<file path="src/rtl/tjt_pkg.sv">
// Shared constants and types of the test access port
package tjt_pkg;

    // Instruction register
    localparam int unsigned IR_LEN = 3;
    localparam logic [2:0] IR_EXTEST = 3'h0;
    localparam logic [2:0] IR_IDCODE = 3'h1;
    localparam logic [2:0] IR_BYPASS = 3'h7;
    localparam logic [2:0] IR_CAPTURE = 3'h1;
    localparam logic [2:0] IR_RESET = 3'h1;

    // Identification register; value is arbitrary
    localparam int unsigned ID_LEN = 32;
    localparam logic [31:0] ID_CODE_DEFAULT = 32'h0000_0001;

    // Reset values
    localparam logic TDO_RESET = 1'b0;
    // Synchroniser reset per pin, msb first: clock low, pull-ups high, test reset low
    localparam logic [4:0] SYNC_RESET = 5'h0d;

    // Pin sampling
    localparam int unsigned PIN_COUNT = 5;

    typedef enum logic [3:0] {
        TAP_RESET,
        TAP_IDLE,
        TAP_SEL_DR,
        TAP_CAP_DR,
        TAP_SHIFT_DR,
        TAP_EXIT1_DR,
        TAP_PAUSE_DR,
        TAP_EXIT2_DR,
        TAP_UPD_DR,
        TAP_SEL_IR,
        TAP_CAP_IR,
        TAP_SHIFT_IR,
        TAP_EXIT1_IR,
        TAP_PAUSE_IR,
        TAP_EXIT2_IR,
        TAP_UPD_IR
    } tjt_tap_state_t;

    // Test pins as seen on the device side
    typedef struct packed {
        logic test_shift_clock;
        logic test_mode_select;
        logic test_serial_in;
        logic test_port_reset_n;
        logic digital_io_enable;
    } tjt_pins_t;

endpackage

</file>
<file path="src/rtl/tjt_sync.sv">
// Two-stage synchroniser for a group of asynchronous inputs
`timescale 1ns/1ps
`default_nettype none
module tjt_sync #(
    parameter int unsigned      WIDTH       = 1,
    parameter logic [WIDTH-1:0] RESET_VALUE = '0
) (
    // Clock and reset
    input  wire logic             clk_sys_i,
    input  wire logic             reset_n_i,
    // Data
    input  wire logic [WIDTH-1:0] async_i,
    output logic      [WIDTH-1:0] sync_o
);

    logic [WIDTH-1:0] meta_q;
    logic [WIDTH-1:0] sync_q;

    always_ff @(posedge clk_sys_i)
    begin
        if (!reset_n_i)
        begin
            // Idle pin levels, so no false edge or float follows reset
            meta_q <= RESET_VALUE;
            sync_q <= RESET_VALUE;
        end
        else
        begin
            meta_q <= async_i;
            sync_q <= meta_q;
        end
    end

    assign sync_o = sync_q;

endmodule
`default_nettype wire

</file>
<file path="src/rtl/tjt_test_port.sv">
// Boundary-scan test access port with digital I/O float control
`timescale 1ns/1ps
`default_nettype none
module tjt_test_port #(
    parameter logic [31:0] ID_CODE = tjt_pkg::ID_CODE_DEFAULT
) (
    // System clock and reset
    input  wire logic              clk_sys_i,
    input  wire logic              reset_n_i,
    // Test pins
    input  wire tjt_pkg::tjt_pins_t pins_i,
    output logic                   test_serial_out_o,
    output logic                   test_serial_out_oe_o,
    // Device-wide status
    output logic                   io_float_o,
    output logic                   test_mode_o,
    output logic [2:0]             instruction_o,
    output tjt_pkg::tjt_tap_state_t tap_state_o
);

    ////////////////////////////////////////////////////////////////////////
    // Pin synchronisation and test-clock edges

    tjt_pkg::tjt_pins_t pins_s;
    logic               tck_prev_q;
    logic               trst_prev_q;
    logic               tck_rise;
    logic               tck_fall;
    logic               trst_rise;

    tjt_sync #(
        .WIDTH       (tjt_pkg::PIN_COUNT),
        .RESET_VALUE (tjt_pkg::SYNC_RESET)
    ) u_sync (
        .clk_sys_i (clk_sys_i),
        .reset_n_i (reset_n_i),
        .async_i   (pins_i),
        .sync_o    (pins_s)
    );

    always_ff @(posedge clk_sys_i)
    begin
        if (!reset_n_i)
        begin
            tck_prev_q  <= 1'b0;
            trst_prev_q <= 1'b0;
        end
        else
        begin
            tck_prev_q  <= pins_s.test_shift_clock;
            trst_prev_q <= pins_s.test_port_reset_n;
        end
    end

    assign tck_rise  = pins_s.test_shift_clock & ~tck_prev_q;
    assign tck_fall  = ~pins_s.test_shift_clock & tck_prev_q;
    assign trst_rise = pins_s.test_port_reset_n & ~trst_prev_q;

    ////////////////////////////////////////////////////////////////////////
    // TAP controller

    tjt_pkg::tjt_tap_state_t state_q;
    tjt_pkg::tjt_tap_state_t state_d;
    logic                    tms;

    assign tms = pins_s.test_mode_select;

    always_comb
    begin
        state_d = state_q;
        case (state_q)
            tjt_pkg::TAP_RESET:    state_d = tms ? tjt_pkg::TAP_RESET    : tjt_pkg::TAP_IDLE;
            tjt_pkg::TAP_IDLE:     state_d = tms ? tjt_pkg::TAP_SEL_DR   : tjt_pkg::TAP_IDLE;
            tjt_pkg::TAP_SEL_DR:   state_d = tms ? tjt_pkg::TAP_SEL_IR   : tjt_pkg::TAP_CAP_DR;
            tjt_pkg::TAP_CAP_DR:   state_d = tms ? tjt_pkg::TAP_EXIT1_DR : tjt_pkg::TAP_SHIFT_DR;
            tjt_pkg::TAP_SHIFT_DR: state_d = tms ? tjt_pkg::TAP_EXIT1_DR : tjt_pkg::TAP_SHIFT_DR;
            tjt_pkg::TAP_EXIT1_DR: state_d = tms ? tjt_pkg::TAP_UPD_DR   : tjt_pkg::TAP_PAUSE_DR;
            tjt_pkg::TAP_PAUSE_DR: state_d = tms ? tjt_pkg::TAP_EXIT2_DR : tjt_pkg::TAP_PAUSE_DR;
            tjt_pkg::TAP_EXIT2_DR: state_d = tms ? tjt_pkg::TAP_UPD_DR   : tjt_pkg::TAP_SHIFT_DR;
            tjt_pkg::TAP_UPD_DR:   state_d = tms ? tjt_pkg::TAP_SEL_DR   : tjt_pkg::TAP_IDLE;
            tjt_pkg::TAP_SEL_IR:   state_d = tms ? tjt_pkg::TAP_RESET    : tjt_pkg::TAP_CAP_IR;
            tjt_pkg::TAP_CAP_IR:   state_d = tms ? tjt_pkg::TAP_EXIT1_IR : tjt_pkg::TAP_SHIFT_IR;
            tjt_pkg::TAP_SHIFT_IR: state_d = tms ? tjt_pkg::TAP_EXIT1_IR : tjt_pkg::TAP_SHIFT_IR;
            tjt_pkg::TAP_EXIT1_IR: state_d = tms ? tjt_pkg::TAP_UPD_IR   : tjt_pkg::TAP_PAUSE_IR;
            tjt_pkg::TAP_PAUSE_IR: state_d = tms ? tjt_pkg::TAP_EXIT2_IR : tjt_pkg::TAP_PAUSE_IR;
            tjt_pkg::TAP_EXIT2_IR: state_d = tms ? tjt_pkg::TAP_UPD_IR   : tjt_pkg::TAP_SHIFT_IR;
            tjt_pkg::TAP_UPD_IR:   state_d = tms ? tjt_pkg::TAP_SEL_DR   : tjt_pkg::TAP_IDLE;
            default:               state_d = tjt_pkg::TAP_RESET;
        endcase
    end

    always_ff @(posedge clk_sys_i)
    begin
        if (!reset_n_i)
            state_q <= tjt_pkg::TAP_RESET;
        else if (!pins_s.test_port_reset_n)
            state_q <= tjt_pkg::TAP_RESET;
        else if (tck_rise)
            state_q <= state_d;
    end

    ////////////////////////////////////////////////////////////////////////
    // Instruction register

    logic [2:0] ir_shift_q;
    logic [2:0] ir_q;

    always_ff @(posedge clk_sys_i)
    begin
        if (!reset_n_i)
            ir_shift_q <= tjt_pkg::IR_RESET;
        else if (tck_rise && state_q == tjt_pkg::TAP_CAP_IR)
            ir_shift_q <= tjt_pkg::IR_CAPTURE;
        else if (tck_rise && state_q == tjt_pkg::TAP_SHIFT_IR)
            ir_shift_q <= {pins_s.test_serial_in, ir_shift_q[2:1]};
    end

    always_ff @(posedge clk_sys_i)
    begin
        if (!reset_n_i)
            ir_q <= tjt_pkg::IR_RESET;
        else if (!pins_s.test_port_reset_n || state_q == tjt_pkg::TAP_RESET)
            ir_q <= tjt_pkg::IR_IDCODE;
        else if (tck_rise && state_q == tjt_pkg::TAP_UPD_IR)
            ir_q <= ir_shift_q;
    end

    ////////////////////////////////////////////////////////////////////////
    // Data registers: identification and bypass

    logic        sel_id;
    logic [31:0] id_shift_q;
    logic        bypass_q;

    assign sel_id = (ir_q == tjt_pkg::IR_IDCODE);

    always_ff @(posedge clk_sys_i)
    begin
        if (!reset_n_i)
            id_shift_q <= ID_CODE;
        else if (tck_rise && state_q == tjt_pkg::TAP_CAP_DR)
            id_shift_q <= ID_CODE;
        else if (tck_rise && state_q == tjt_pkg::TAP_SHIFT_DR && sel_id)
            id_shift_q <= {pins_s.test_serial_in, id_shift_q[31:1]};
    end

    // Anything but the identification code selects bypass
    always_ff @(posedge clk_sys_i)
    begin
        if (!reset_n_i)
            bypass_q <= 1'b0;
        else if (tck_rise && state_q == tjt_pkg::TAP_CAP_DR)
            bypass_q <= 1'b0;
        else if (tck_rise && state_q == tjt_pkg::TAP_SHIFT_DR && !sel_id)
            bypass_q <= pins_s.test_serial_in;
    end

    ////////////////////////////////////////////////////////////////////////
    // Serial output, changed on the falling test-clock edge; output enable also cleared while test reset is low

    logic shifting;
    logic tdo_bit;
    logic tdo_q;
    logic tdo_oe_q;

    assign shifting = (state_q == tjt_pkg::TAP_SHIFT_DR) || (state_q == tjt_pkg::TAP_SHIFT_IR);
    assign tdo_bit  = (state_q == tjt_pkg::TAP_SHIFT_IR) ? ir_shift_q[0] :
                      sel_id ? id_shift_q[0] : bypass_q;

    always_ff @(posedge clk_sys_i)
    begin
        if (!reset_n_i)
        begin
            tdo_q    <= tjt_pkg::TDO_RESET;
            tdo_oe_q <= 1'b0;
        end
        else if (!pins_s.test_port_reset_n)
        begin
            tdo_oe_q <= 1'b0;
        end
        else if (tck_fall)
        begin
            tdo_q    <= tdo_bit;
            tdo_oe_q <= shifting;
        end
    end

    ////////////////////////////////////////////////////////////////////////
    // Test mode and digital I/O float

    logic test_mode_q;
    logic io_float_q;

    always_ff @(posedge clk_sys_i)
    begin
        if (!reset_n_i)
            test_mode_q <= 1'b0;
        else if (!pins_s.test_port_reset_n)
            test_mode_q <= 1'b0;
        else if (trst_rise)
            test_mode_q <= 1'b1;
    end

    always_ff @(posedge clk_sys_i)
    begin
        if (!reset_n_i)
            io_float_q <= 1'b0;
        else
            io_float_q <= ~pins_s.digital_io_enable & ~pins_s.test_port_reset_n;
    end

    assign test_serial_out_o    = tdo_q;
    assign test_serial_out_oe_o = tdo_oe_q;
    assign io_float_o           = io_float_q;
    assign test_mode_o          = test_mode_q;
    assign instruction_o        = ir_q;
    assign tap_state_o          = state_q;

    ////////////////////////////////////////////////////////////////////////
    // Checks

    property p_tap_step;
        @(posedge clk_sys_i) disable iff (!reset_n_i)
        (tck_rise && pins_s.test_port_reset_n && state_q == tjt_pkg::TAP_IDLE && tms)
            |=> (state_q == tjt_pkg::TAP_SEL_DR);
    endproperty
    a_tap_step: assert property (p_tap_step) else $error("TAP did not step on mode select");

    property p_bypass_capture;
        @(posedge clk_sys_i) disable iff (!reset_n_i)
        (tck_rise && state_q == tjt_pkg::TAP_SHIFT_DR && !sel_id)
            |=> (bypass_q == $past(pins_s.test_serial_in));
    endproperty
    a_bypass_capture: assert property (p_bypass_capture) else $error("Serial input not captured");

    property p_tdo_fall;
        @(posedge clk_sys_i) disable iff (!reset_n_i)
        (tck_fall && pins_s.test_port_reset_n)
            |=> (tdo_oe_q == $past(shifting)) && (!$past(shifting) || tdo_q == $past(tdo_bit));
    endproperty
    a_tdo_fall: assert property (p_tdo_fall) else $error("Serial output wrong after falling edge");

    property p_tdo_hold;
        @(posedge clk_sys_i) disable iff (!reset_n_i)
        (!tck_fall && pins_s.test_port_reset_n) |=> $stable(tdo_q);
    endproperty
    a_tdo_hold: assert property (p_tdo_hold) else $error("Serial output moved off the falling edge");

    property p_trst_reset;
        @(posedge clk_sys_i) disable iff (!reset_n_i)
        !pins_s.test_port_reset_n |=> (state_q == tjt_pkg::TAP_RESET) && !tdo_oe_q;
    endproperty
    a_trst_reset: assert property (p_trst_reset) else $error("Test reset did not reset TAP");

    property p_id_mode;
        @(posedge clk_sys_i) disable iff (!reset_n_i)
        trst_rise |=> test_mode_q && (ir_q == tjt_pkg::IR_IDCODE);
    endproperty
    a_id_mode: assert property (p_id_mode) else $error("Identification mode not entered");

    property p_leave_test;
        @(posedge clk_sys_i) disable iff (!reset_n_i)
        !pins_s.test_port_reset_n ##1 !pins_s.test_port_reset_n |-> !test_mode_q;
    endproperty
    a_leave_test: assert property (p_leave_test) else $error("Test mode kept under test reset");

    property p_io_float;
        @(posedge clk_sys_i) disable iff (!reset_n_i)
        ##1 (io_float_q == (!$past(pins_s.digital_io_enable) && !$past(pins_s.test_port_reset_n)));
    endproperty
    a_io_float: assert property (p_io_float) else $error("Digital I/O float state wrong");

    property p_ir_update;
        @(posedge clk_sys_i) disable iff (!reset_n_i)
        (tck_rise && pins_s.test_port_reset_n && state_q == tjt_pkg::TAP_UPD_IR)
            |=> (ir_q == $past(ir_shift_q)) && (state_q != tjt_pkg::TAP_UPD_IR);
    endproperty
    a_ir_update: assert property (p_ir_update) else $error("Instruction not updated");

endmodule
`default_nettype wire

</file>
<file path="config.mk">
export PLATFORM = sky130hd
export DESIGN_NAME = tjt_test_port
export DESIGN_NICKNAME = d
export VERILOG_FILES = /design/src/rtl/tjt_pkg.sv /design/src/rtl/tjt_sync.sv /design/src/rtl/tjt_test_port.sv
export SDC_FILE = /design/constraint.sdc
export NUM_CORES = 1
export LEC_CHECK = 0
export BUFFER_PORTS_ARGS = -buffer_cell sky130_fd_sc_hd__buf_2
export CAP_MARGIN = 20
export CORE_MARGIN = 2
export CORE_UTILIZATION = 35
export DETAILED_ROUTE_END_ITERATION = 8
export SETUP_SLACK_MARGIN = 0.05
export SYNTH_ARGS = -nofsm -noshare
export SYNTH_HDL_FRONTEND = slang
export SYNTH_SLANG_ARGS = --single-unit
export TNS_END_PERCENT = 5
</file>
<file path="constraint.sdc">
create_clock -name clk_sys_i -period 2.1 [get_ports clk_sys_i]
set_input_delay 0.315 -clock clk_sys_i [delete_from_list [all_inputs] [get_ports clk_sys_i]]
set_output_delay 0.315 -clock clk_sys_i [all_outputs]
set_load 0.05 [all_outputs]
</file>
# --- Yosys cells after proc, flatten, opt, wreduce, memory -nomap -nowiden ---
# Index checks and enable logic that the tools add are counted.
totals:
  regBits: 59
  in_bits: 7
op_classes:
  muxes: 15
  n_eq_ne: 16
  n_reduce_logical: 20
  bitwise: 10
op_table:
  columns: ["cell", "n"]
  rows:
  - ["$pmux W4 S12", 1]
  - ["$eq A4 B4 Y1 const B", 8]
  - ["$eq A4 B3 Y1 const B", 4]
  - ["$mux W4", 4]
  - ["$reduce_or A2 Y1", 5]
  - ["$eq A4 B2 Y1 const B", 2]
  - ["$logic_and A1 B1 Y1", 7]
  - ["$mux W2", 3]
  - ["$mux W3", 2]
  - ["$not A1 Y1", 6]
  - ["$mux W1", 5]
  - ["$and A1 B1 Y1", 4]
  - ["$eq A4 B1 Y1 const B", 1]
  - ["$logic_not A4 Y1", 1]
  - ["$reduce_and A2 Y1", 2]
  - ["$eq A3 B1 Y1 const B", 1]
  - ["$reduce_or A3 Y1", 1]
  - ["$logic_not A1 Y1", 2]
  - ["$logic_or A1 B1 Y1", 2]

# --- Logic depth before layout (Yosys ltp) ---
# Gate-level depths: netlist (run 1).
logic_depth:
  depth_word: 4
  mapped_depth: 7
  mapped_depth_nobuf: 4

# --- Modules after synthesis ---
# Synthesis (run 1) repeated with hierarchy kept, for this count alone.
hier_totals:
  cells_unflattened: 269
  area_unflattened_um2: 2278.4
by_module_without_submodules:
  columns: ["mod", "area_each_um2", "instances", "seq_area_each_um2", "cells_per_inst"]
  rows:
  - ["tjt_test_port", 2015.7, 1, 980.9, 249]
  - ["tjt_sync", 262.8, 1, 200.2, 20]

# --- Worst setup path before layout (run 1) ---
# OpenSTA, ideal clock, no wires.
synth_timing:
  path_type: "flip-flop to flip-flop"
  from: "reg state_q[2], in the netlist tap_state_o[2]"
  to: "reg id_shift_q[0]"
  path_slack_ns: 0.014
  t_arrival_ns: 1.951
  stages_incl_launch_ff: 7
  setup_time_ns: 0.135
  t_required_ns: 1.965
  cell_sequence: "dfxtp_1 or4b_4 or3_1 buf_2 buf_6 nand2_1 nand4_1"
synth_via:
  elab_chain_cells: 3
  word_cells_on_any_way: 6
  classes_between: "eq/ne (2); reduce/logical (4)"
synth_rtl:
  columns: ["element", "line_no", "text"]
  rows:
  - ["start, declared", "tjt_test_port.sv:62", "tjt_pkg::tjt_tap_state_t state_q;"]
  - ["start signal, assigned", "tjt_test_port.sv:95", "state_q <= tjt_pkg::TAP_RESET;"]
  - ["start signal, assigned", "tjt_test_port.sv:97", "state_q <= tjt_pkg::TAP_RESET;"]
  - ["start signal, assigned", "tjt_test_port.sv:99", "state_q <= state_d;"]
  - ["$eq A4 B2 Y1 or $eq A4 B3 Y1 (tied branches)", "tjt_test_port.sv:141, tjt_test_port.sv:143", null]
  - ["$logic_and A1 B1 Y1 (on tied branches)", "tjt_test_port.sv:141, tjt_test_port.sv:143", null]
  - ["$reduce_or A2 Y1 (no line) or $logic_and A1 B1 Y1 (tied branches)", null, null]
  - ["end signal, assigned", "tjt_test_port.sv:144", "id_shift_q <= {pins_s.test_serial_in, id_shift_q[31:1]};"]
  - ["end, declared", "tjt_test_port.sv:132", "logic [31:0] id_shift_q;"]
# Parallel ways exist; a longest one is shown, timed or not.
# A chain may end at the register's enable or synchronous reset.

# --- Final worst setup path (run 1) ---
layout_timing:
  from: "reg ir_q[0], in the netlist instruction_o[0]"
  to: "reg id_shift_q[0]"
layout_via:
  elab_chain_cells: 2
layout_rtl:
  columns: ["element", "line_no", "text"]
  rows:
  - ["start, declared", "tjt_test_port.sv:106", "logic [2:0] ir_q;"]
  - ["start signal, assigned", "tjt_test_port.sv:121", "ir_q <= tjt_pkg::IR_RESET;"]
  - ["start signal, assigned", "tjt_test_port.sv:123", "ir_q <= tjt_pkg::IR_IDCODE;"]
  - ["start signal, assigned", "tjt_test_port.sv:125", "ir_q <= ir_shift_q;"]
  - ["$eq A3 B1 Y1", "tjt_test_port.sv:135", "assign sel_id = (ir_q == tjt_pkg::IR_IDCODE);"]
  - ["$logic_and A1 B1 Y1", "tjt_test_port.sv:143", "else if (tck_rise && state_q == tjt_pkg::TAP_SHIFT_DR && sel_id)"]
# No other way between the ends.

==> summary.md, run 1 <==
* 0.7661 — global placement routability congestion
* 0 — total of endpoints with negative setup slack in the final report
* 51.64% — sequential area share after synthesis
* 1 — total buffers and inverters traversed by the critical path
* 16.14% — area overhead of the layout relative to synthesis
* 1792 ps — min Tclk post-route
* 6350 sq um — core outline area
* instruction_o[0] — launching point of the worst reg2reg path
* 70 ps — clock-pin slew on the worst setup and hold paths
* 0 — Antenna Violating Nets Remaining
* 11.46 um — final routed wire length divided by cell count
* 55.68% — worst max-slew margin expressed relative to the limit
* register — critical path capture point type
* clkbuf_8 — Clock Tree Root
* 17 — count of buffers from port buffering
* 84.84 um — die boundary width
* 0 — pins over their slew limit
* 1816 — via count
* register to register — Worst Path Class, Setup
* 32 — Worst Path Max Fanout
* 36.02% — Initial Util
* 0 — Hold Buf Count CTS
* 0 — aggregate global routing overflow
* 867.5 nW/um^2 — power density over the cells
* 0 — number of diodes
* 4.856 — detailed-route vias per instance
* 7458 um — wire length of the first global-routing pass
* 5 — depth of the most critical reg-to-reg path
* 15.82% — fraction of layout instances using a drive strength above 1
* 2656 sq um — total non-filler cell area in the finished layout
* 85.33% — crit share post-route
* 13.29% — gr usage total
* 0 — post-cts repair resize count
* 80 x nand2_1, 57 x dfxtp_1, 37 x a21oi_1 — leading cell types in the layout, fill and taps excluded
* id_shift_q[0] — FF-to-FF End
* 9 — cts bufs inserted
* 8.793 ps — Post-Route Skew
* 3 — maximum level of the CTS H-tree
* 0 — Synthesis Warnings
* 33 — pin count of the biggest net entering global routing
* register — type of origin of the critical path
* 283 — syn nets
* 2680 um — post-detailed-placement half-perimeter wirelength
* 8.287 sq um — per-instance average area after synthesis
* 2 — Min-Delay Path Depth
* 276 — cells after synthesis
* 7198 sq um — die area
* 0 — Max-Cap Viols
* 0 — initial antenna violation count
* input port to register — Hold WC Path Type
* 0 — number of hold-slack violations in the final timing report
* 2300 ps — required time of the worst setup path
* 1990 ps — data arrival time of the critical path
* 4 — total iterations of the first detailed-routing run
* 249 — initial detailed-routing violation count
* 558.1 MHz — Highest Clock Rate
* no — RSZ-0062 raised after global routing
* 340 ps — clock latency on the worst-skew pair
* 2441 sq um — Placed Instance Area
* or3b_2 — critical path's slowest cell
* completed — result of the run
* 35 — number of distinct library cells after synthesis
* 29 — number of cell rows
* 0 — DRC Markers
* 2 — number of buffers between clock root and the deepest sink
* 659.8 ps — transition time at the pin with the least slew margin
* 1633 — number of global-route vias before repair
* pins_i[0] — hold wc startpoint
* 620 — # fillers
* 0.0009483 uW — leakage power
* or3b_2, or3_1, buf_4, nand2_1, nand4_1 — sequence of cells on the critical path
* 328.3 ps — pre-CTS worst setup slack
* 4287 um — WL final
* 0 ps — Setup TNS
* 308.1 ps — final worst setup slack
* 2287 sq um — post-synthesis cell area
* done — CTS tree
* 59 — Seq cells post-synth
* 59 — clock sink total
* 18 — top-level I/O count
* u_sync.meta_q[0] — hold path endpoint
* 2304 uW — Total Power
* 473.0 uV — IR drop worst, VDD
* 0 — post-CTS setup-driven buffer insertion count
* nand2_1 — commonest non-fill, non-tap cell in the layout
* simple AND/OR/NAND/NOR gates — cell family contributing the most delay on the critical path
* 500 ps — highest cell delay on the worst timing path
* 310 ps — setup slack, reg-to-reg
* 84.84 um — die boundary height
* 300 — Post-layout nets
## worst max-delay path by stage
stage | start | endpoint | slack, ps | depth (start not counted)
after floorplan | instruction_o[0] | id_shift_q[0] | 70 | 6
after global placement | instruction_o[0] | id_shift_q[0] | 350 | 5
after detailed placement | instruction_o[0] | id_shift_q[0] | 330 | 5
after CTS | instruction_o[0] | id_shift_q[0] | 290 | 5
after global routing | instruction_o[0] | id_shift_q[0] | 210 | 5
final | instruction_o[0] | id_shift_q[0] | 310 | 5
## sequential cells by signal (all words and copies together) (netlist names)
signal	flops
test_serial_out_o	1
trst_prev_q	1
u_sync.sync_o	5
u_sync.meta_q	5
tap_state_o	4
instruction_o	3
tck_prev_q	1
test_mode_o	1
io_float_o	1
ir_shift_q	3
id_shift_q	32
test_serial_out_oe_o	1
bypass_q	1
## layer usage
metal | routed length [um] | track usage [%] | up-vias
li1 | - | - | 954
met1 | 2195 | 17.64 | 814
met2 | 1802 | 18.40 | 41
met3 | 202 | 5.253 | 7
met4 | 87 | 7.359 | 0
met5 | 0 | 0 | -
## power breakdown
| part | total (uW) | internal, uW | switching [uW] |
|---|---|---|---|
| Clock | 1120 | 689 | 431 |
| Combinational | 48.0 | 17.9 | 30.1 |
| Sequential | 1140 | 1130 | 5.88 |
## through the flow
| step | hold WS [ps] | util [%] | instances |
|---|---|---|---|
| finish | 155.3 | 41.83 | 374 |
| global route | 145.2 | 41.83 | 374 |
| CTS | 136.6 | 41.83 | 374 |
| detailed placement | 384.1 | 38.44 | 359 |
| global placement | 376.2 | 38.44 | 359 |
| floorplan | 372.9 | - | 276 |
## cells in the mapped netlist, drive strengths merged
library cell	n	area share [%]
nand2	80	13
dfxtp	59	52
a21oi	37	8.1
clkbuf	12	2.0
nand2b	11	3.0
nor2	11	1.8
buf	8	2.8
and2	5	1.4
nand3	5	1.1
nor3	5	1.3
o21ai	5	1.1
mux2i	4	1.8
nor2b	3	0.82
nor3b	3	0.98
a211oi	2	0.66
a21boi	2	0.66
a311o	2	0.88
a31oi	2	0.55
inv	2	0.33
nand4	2	0.55
nor4	2	0.55
o21a	2	0.66
or3	2	0.55
a31o	1	0.38
and3	1	0.27
nand3b	1	0.33
nand4b	1	0.38
o2111ai	1	0.38
o211ai	1	0.33
o22ai	1	0.27
o311ai	1	0.38
or3b	1	0.38
or4b	1	0.60
## final cells by class
| class | instances | area [sq um] | share of cell area, % |
|---|---|---|---|
| clock buffer | 10 | 137.6 | 5.181 |
| clock inverter | 5 | 77.57 | 2.920 |
| inverter | 2 | 7.507 | 0.2826 |
| multi-input combinational | 195 | 988.4 | 37.21 |
| sequential | 59 | 1184 | 44.56 |
| tap | 77 | 96.34 | 3.627 |
| timing repair buffer | 26 | 165.2 | 6.218 |
## cell families after synthesis
group                  synth area share (%)
muxes                                 1.751
and+or+nand+nor                       27.13
buffers and inverters                 5.142
DFF                                   51.64
AOI/OAI and AO/OA                     14.33
Power figures use the tool's default switching activity.
==> inputs of run 2 (changes only) <==
--- a/config.mk
+++ b/config.mk
@@ -10,6 +10,7 @@
 export CORE_MARGIN = 2
 export CORE_UTILIZATION = 35
 export DETAILED_ROUTE_END_ITERATION = 8
+export PLACE_DENSITY = 0.61
 export SETUP_SLACK_MARGIN = 0.05
 export SYNTH_ARGS = -nofsm -noshare
 export SYNTH_HDL_FRONTEND = slang
==> summary.md, run 2 (same netlist as run 1, synthesis figures left out) <==
* nand2_1 — commonest non-fill, non-tap cell in the layout
* completed — result of the run
* 156.7 ps — worst hold slack after final layout, +1.405 ps
* 2668 um — post-detailed-placement half-perimeter wirelength, -0.46%
* 85.50% — crit share post-route, +0.17 points
* 13.40% — area overhead of the layout relative to synthesis
* register — critical path capture point type
* 40.85% — final design utilization, -0.99 points
* 7198 sq um — die area, unchanged
* 299 — Post-layout nets, -0.33%
* 4.965 — detailed-route vias per instance, +2.3%
* 4 — total iterations of the first detailed-routing run, unchanged
* 1857 — via count, +2.3%
* register to register — Worst Path Class, Setup
* 334.5 uV — IR drop worst, VDD, -29%
* or3b_2 — critical path's slowest cell
* 17 — count of buffers from port buffering, unchanged
* 3 — maximum level of the CTS H-tree, unchanged
* 0 — aggregate global routing overflow, unchanged
* 4278 um — WL final, -0.21%
* 0 — total of endpoints with negative setup slack in the final report, unchanged
* 80 x nand2_1, 57 x dfxtp_1, 37 x a21oi_1 — leading cell types in the layout, fill and taps excluded
* 2300 ps — required time of the worst setup path, about the same
* 59.99% — worst max-slew margin expressed relative to the limit, +4.3 points
* 11.44 um — final routed wire length divided by cell count, -0.21%
* 0.0009232 uW — leakage power, -2.7%
* 175 — initial detailed-routing violation count, -30%
* 32 — Largest register FFs, unchanged
* 2000 ps — data arrival time of the critical path, about the same
* 0 — post-cts repair resize count, unchanged
* 29 — number of cell rows, unchanged
* done — CTS tree
* clkbuf_8 — Clock Tree Root
* 0 — DRC Markers, unchanged
* 0 — initial antenna violation count, unchanged
* input port to register — Hold WC Path Type
* 32 — Worst Path Max Fanout, unchanged
* no — RSZ-0062 raised after global routing
* 0 — post-CTS setup-driven buffer insertion count, unchanged
* 1795 ps — min Tclk post-route, +3.480 ps
* 304.6 ps — final worst setup slack, -3.480 ps
* id_shift_q — Top reg by flops
* 0 — number of hold-slack violations in the final timing report, unchanged
* 6350 sq um — core outline area, unchanged
* 803.9 nW/um^2 — power density over the cells, -7.3%
* 9 — cts bufs inserted, unchanged
* 0 — Antenna Violating Nets Remaining, unchanged
* 0 — pins over their slew limit, unchanged
* 84.84 um — die boundary width, unchanged
* 500 ps — highest cell delay on the worst timing path, about the same
* 595.6 ps — transition time at the pin with the least slew margin, -64.17 ps
* 0 — number of diodes, unchanged
* 60 ps — clock-pin slew on the worst setup and hold paths, about the same
* 12.67% — gr usage total, -0.61 points
* 18 — top-level I/O count, unchanged
* 14.81% — fraction of layout instances using a drive strength above 1, -1.0 points
* 0.8335 — global placement routability congestion, +8.8%
* 340 ps — clock latency on the worst-skew pair, about the same
* 308.7 ps — pre-CTS worst setup slack, -19.62 ps
* 557.0 MHz — Highest Clock Rate, -0.19%
* or3b_2, or3_1, buf_4, nand2_1, nand4_1 — sequence of cells on the critical path
* 5.443 ps — Post-Route Skew, -3.350 ps
* 0 ps — Setup TNS, unchanged
* 0 — Max-Cap Viols, unchanged
* 0 — Hold Buf Count CTS, unchanged
* 36.02% — Initial Util, unchanged
* 1580 — number of global-route vias before repair, -3.2%
* 84.84 um — die boundary height, unchanged
* 7127 um — wire length of the first global-routing pass, -4.4%
* 2 — number of buffers between clock root and the deepest sink, unchanged
* register — type of origin of the critical path
* 59 — clock sink total, unchanged
* 33 — pin count of the biggest net entering global routing, unchanged
run 2: cell count changes in the layout (fill, tap and decap cells not counted):
cell        delta
clkinvlp_4     -1
bufinv_16      -2
buf_12         -1
clkbuf_8       +1
clkbuf_1       +3
run 2: stage by stage:
| step | cell area [sq um] | power [uW] | instances |
|---|---|---|---|
| 5_1_grt | 2594 | 2167 | 374 |
| 3_3_place_gp | 2421 | 1208 | 358 |
| 3_5_place_dp | 2421 | 1209 | 358 |
| 6_report | 2594 | 2085 | 374 |
| 4_1_cts | 2594 | 2115 | 374 |
| 2_1_floorplan | 2290 | 1193 | 276 |
run 2: area by class of cell:
| class | instances | area, sq um |
|---|---|---|
| sequential | 59 | 1184 |
| timing repair buffer | 25 | 145.1 |
| inverter | 2 | 7.507 |
| tap | 77 | 96.34 |
| multi-input combinational | 195 | 988.4 |
| clock inverter | 2 | 10.01 |
| fill | 631 | 3756 |
| clock buffer | 14 | 162.7 |
run 2: per-layer routing:
layer	track usage (%)	part of all wire (%)	wire length [um]	vias to the layer above
li1	-	-	-	954
met4	8.658	3.0	128	0
met5	0	0	0	-
met1	17.27	51	2194	852
met2	17.11	41	1752	40
met3	3.794	4.7	202	11
run 2: worst max-delay path: cells and delay by family (launching register included):
family        cells  cell delay (ps)
flops             1              360
simple gates      4             1050
buf+inv           1              240
run 2: worst paths after layout:
kind / endpoint / startpoint / slack [ps] / depth (start not counted)
max: id_shift_q[0] / instruction_o[0] / 300 / 5
min: u_sync.meta_q[0] / pins_i[0] / 160 / 2
max reg2reg: id_shift_q[0] / instruction_o[0] / 300 / 5
min reg2reg: io_float_o / u_sync.sync_o[0] / 390 / 1
run 2: where the power goes:
group	internal, uW	switching, uW	total (uW)
clock network	490	412	902
logic	16.7	30.1	46.7
registers	1130	5.86	1140
total	1640	448	2090
==> inputs of run 3 (changes only) <==
--- a/config.mk
+++ b/config.mk
@@ -8,9 +8,9 @@
 export BUFFER_PORTS_ARGS = -buffer_cell sky130_fd_sc_hd__buf_2
 export CAP_MARGIN = 20
 export CORE_MARGIN = 2
-export CORE_UTILIZATION = 35
+export CORE_UTILIZATION = 30
 export DETAILED_ROUTE_END_ITERATION = 8
-export PLACE_DENSITY = 0.61
+export PLACE_DENSITY = 0.56
 export SETUP_SLACK_MARGIN = 0.05
 export SYNTH_ARGS = -nofsm -noshare
 export SYNTH_HDL_FRONTEND = slang
==> summary.md, run 3 (same netlist as run 1, synthesis figures left out) <==
* 0.0009412 uW — leakage power, +2.0%
* 2469 sq um — Placed Instance Area, +2.0%
* 417.0 uV — IR drop worst, VDD, +25%
* 0 — total of endpoints with negative setup slack in the final report, unchanged
* 0 — post-CTS setup-driven buffer insertion count, unchanged
* 0 — post-cts repair resize count, unchanged
* 2 — number of buffers between clock root and the deepest sink, unchanged
* 0 — Hold Buf Count CTS, unchanged
* completed — result of the run
* 7679 um — wire length of the first global-routing pass, +7.7%
* nand2_1 — commonest non-fill, non-tap cell in the layout
* 12.14 ps — Post-Route Skew, +6.700 ps
* 827.0 nW/um^2 — power density over the cells, +2.9%
* 16.74% — area overhead of the layout relative to synthesis
* 31 — number of cell rows, +6.9%
* 1184 sq um — sequential cell area, unchanged
* 215.1 ps — pre-CTS worst setup slack, -93.58 ps
* 1655 — number of global-route vias before repair, +4.7%
* 0 — number of diodes, unchanged
* 0 — Max-Cap Viols, unchanged
* 59 — clock sink total, unchanged
* 528.5 MHz — Highest Clock Rate, -5.1%
* 1892 ps — min Tclk post-route, +96.68 ps
* 11.01 um — final routed wire length divided by cell count, -3.7%
* 17 — count of buffers from port buffering, unchanged
* 7331 sq um — core outline area, +15%
* 4 — total iterations of the first detailed-routing run, unchanged
* 16 — Worst Path Max Fanout, -50%
* 0 — initial antenna violation count, unchanged
* id_shift_q — Top reg by flops
* 2090 ps — data arrival time of the critical path, +90 ps
* 2670 sq um — total non-filler cell area in the finished layout, +2.9%
* 1817 — via count, -2.2%
* no — RSZ-0062 raised after global routing
* 0 — pins over their slew limit, unchanged
* 91.32 um — die boundary width, +7.6%
* 11.69% — gr usage total, -0.98 points
* 32 — Largest register FFs, unchanged
* 4371 um — WL final, +2.2%
* 91.32 um — die boundary height, +7.6%
* 3 — maximum level of the CTS H-tree, unchanged
* input port to register — Hold WC Path Type
* 0 — number of hold-slack violations in the final timing report, unchanged
* 31.20% — Initial Util, -4.8 points
* 0 — DRC Markers, unchanged
* 0 ps — Setup TNS, unchanged
* 763 — # fillers, +21%
* 300 — Post-layout nets, +0.33%
* 585.7 ps — transition time at the pin with the least slew margin, -9.907 ps
* 18 — top-level I/O count, unchanged
* register to register — Worst Path Class, Setup
* clkbuf_8 — Clock Tree Root
* 0 — aggregate global routing overflow, unchanged
* 207.9 ps — final worst setup slack, -96.68 ps
* 2300 ps — required time of the worst setup path, about the same
* 33 — pin count of the biggest net entering global routing, unchanged
* 70 ps — clock-pin slew on the worst setup and hold paths, about the same
* done — CTS tree
* register — critical path capture point type
* 90.10% — crit share post-route, +4.6 points
* register — type of origin of the critical path
* 0 — Antenna Violating Nets Remaining, unchanged
* 2867 um — post-detailed-placement half-perimeter wirelength, +7.5%
* 340 ps — clock latency on the worst-skew pair, about the same
* 9 — cts bufs inserted, unchanged
* 16.11% — fraction of layout instances using a drive strength above 1, +1.3 points
* 8338 sq um — die area, +16%
* 135 — initial detailed-routing violation count, -23%
* 60.65% — worst max-slew margin expressed relative to the limit, +0.67 points
* 4.577 — detailed-route vias per instance, -7.8%
* 988.4 sq um — area of combinational cells with multiple inputs, unchanged
* 80 x nand2_1, 57 x dfxtp_1, 37 x a21oi_1 — leading cell types in the layout, fill and taps excluded
* 0.7148 — global placement routability congestion, -14%
-- run 3: changes by cell type in the layout (fill, tap and decap cells not counted) --
cell,delta
bufinv_16,+1
clkbuf_1,-3
clkinv_2,-1
clkinvlp_4,+1
clkbuf_8,-2
inv_6,+1
clkinv_4,+3
buf_12,+1
-- run 3: layout make-up --
cell class	instances	area share [%]
sequential	59	44.33
multi-input combinational	195	37.02
timing repair buffer	26	6.186
clock buffer	9	4.639
tap	99	4.639
clock inverter	7	2.905
inverter	2	0.2812
-- run 3: worst paths after layout --
kind                                        from               end  slack, ps  depth (start not counted)
worst max-delay path            instruction_o[0]    id_shift_q[16]        210                          5
worst min-delay path                   pins_i[2]  u_sync.meta_q[2]        160                          2
worst max register to register  instruction_o[0]    id_shift_q[16]        210                          5
worst min register to register  u_sync.meta_q[3]  u_sync.sync_o[3]        410                          1
-- run 3: critical path, cell delays in order, from the launching register on --
cell and delay (ps):
dfxtp_1 370, or3b_2 500, or3_1 500, buf_4 250, nand2_1 80, a21oi_1 70
-- run 3: metrics by stage --
stage / total power, uW / hold slack, ps / cells / utilization, %
floorplan: 1193 / 372.9 / 276 / -
global placement: 1211 / 390.1 / 381 / 33.67
detailed placement: 1212 / 391.6 / 381 / 33.67
CTS: 2248 / 140.0 / 397 / 36.42
global route: 2305 / 147.0 / 397 / 36.42
finish: 2208 / 159.9 / 397 / 36.42
-- run 3: power by group --
part	leakage, uW	switching (uW)	internal, uW	total [uW]
Clock	0.0000998	468	555	1020
Sequential	0.000479	6.06	1130	1140
Combinational	0.000363	30.9	19.1	49.9
Total	0.000941	505	1700	2210
-- run 3: layer usage --
metal / vias to the layer above / part of all wire (%) / global-route usage [%] / routed length, um
li1: 956 / - / - / -
met3: 7 / 3.8 / 3.651 / 168
met5: - / 0 / 0 / 0
met2: 39 / 41 / 15.74 / 1782
met1: 815 / 53 / 15.98 / 2317
met4: 0 / 2.3 / 7.449 / 102
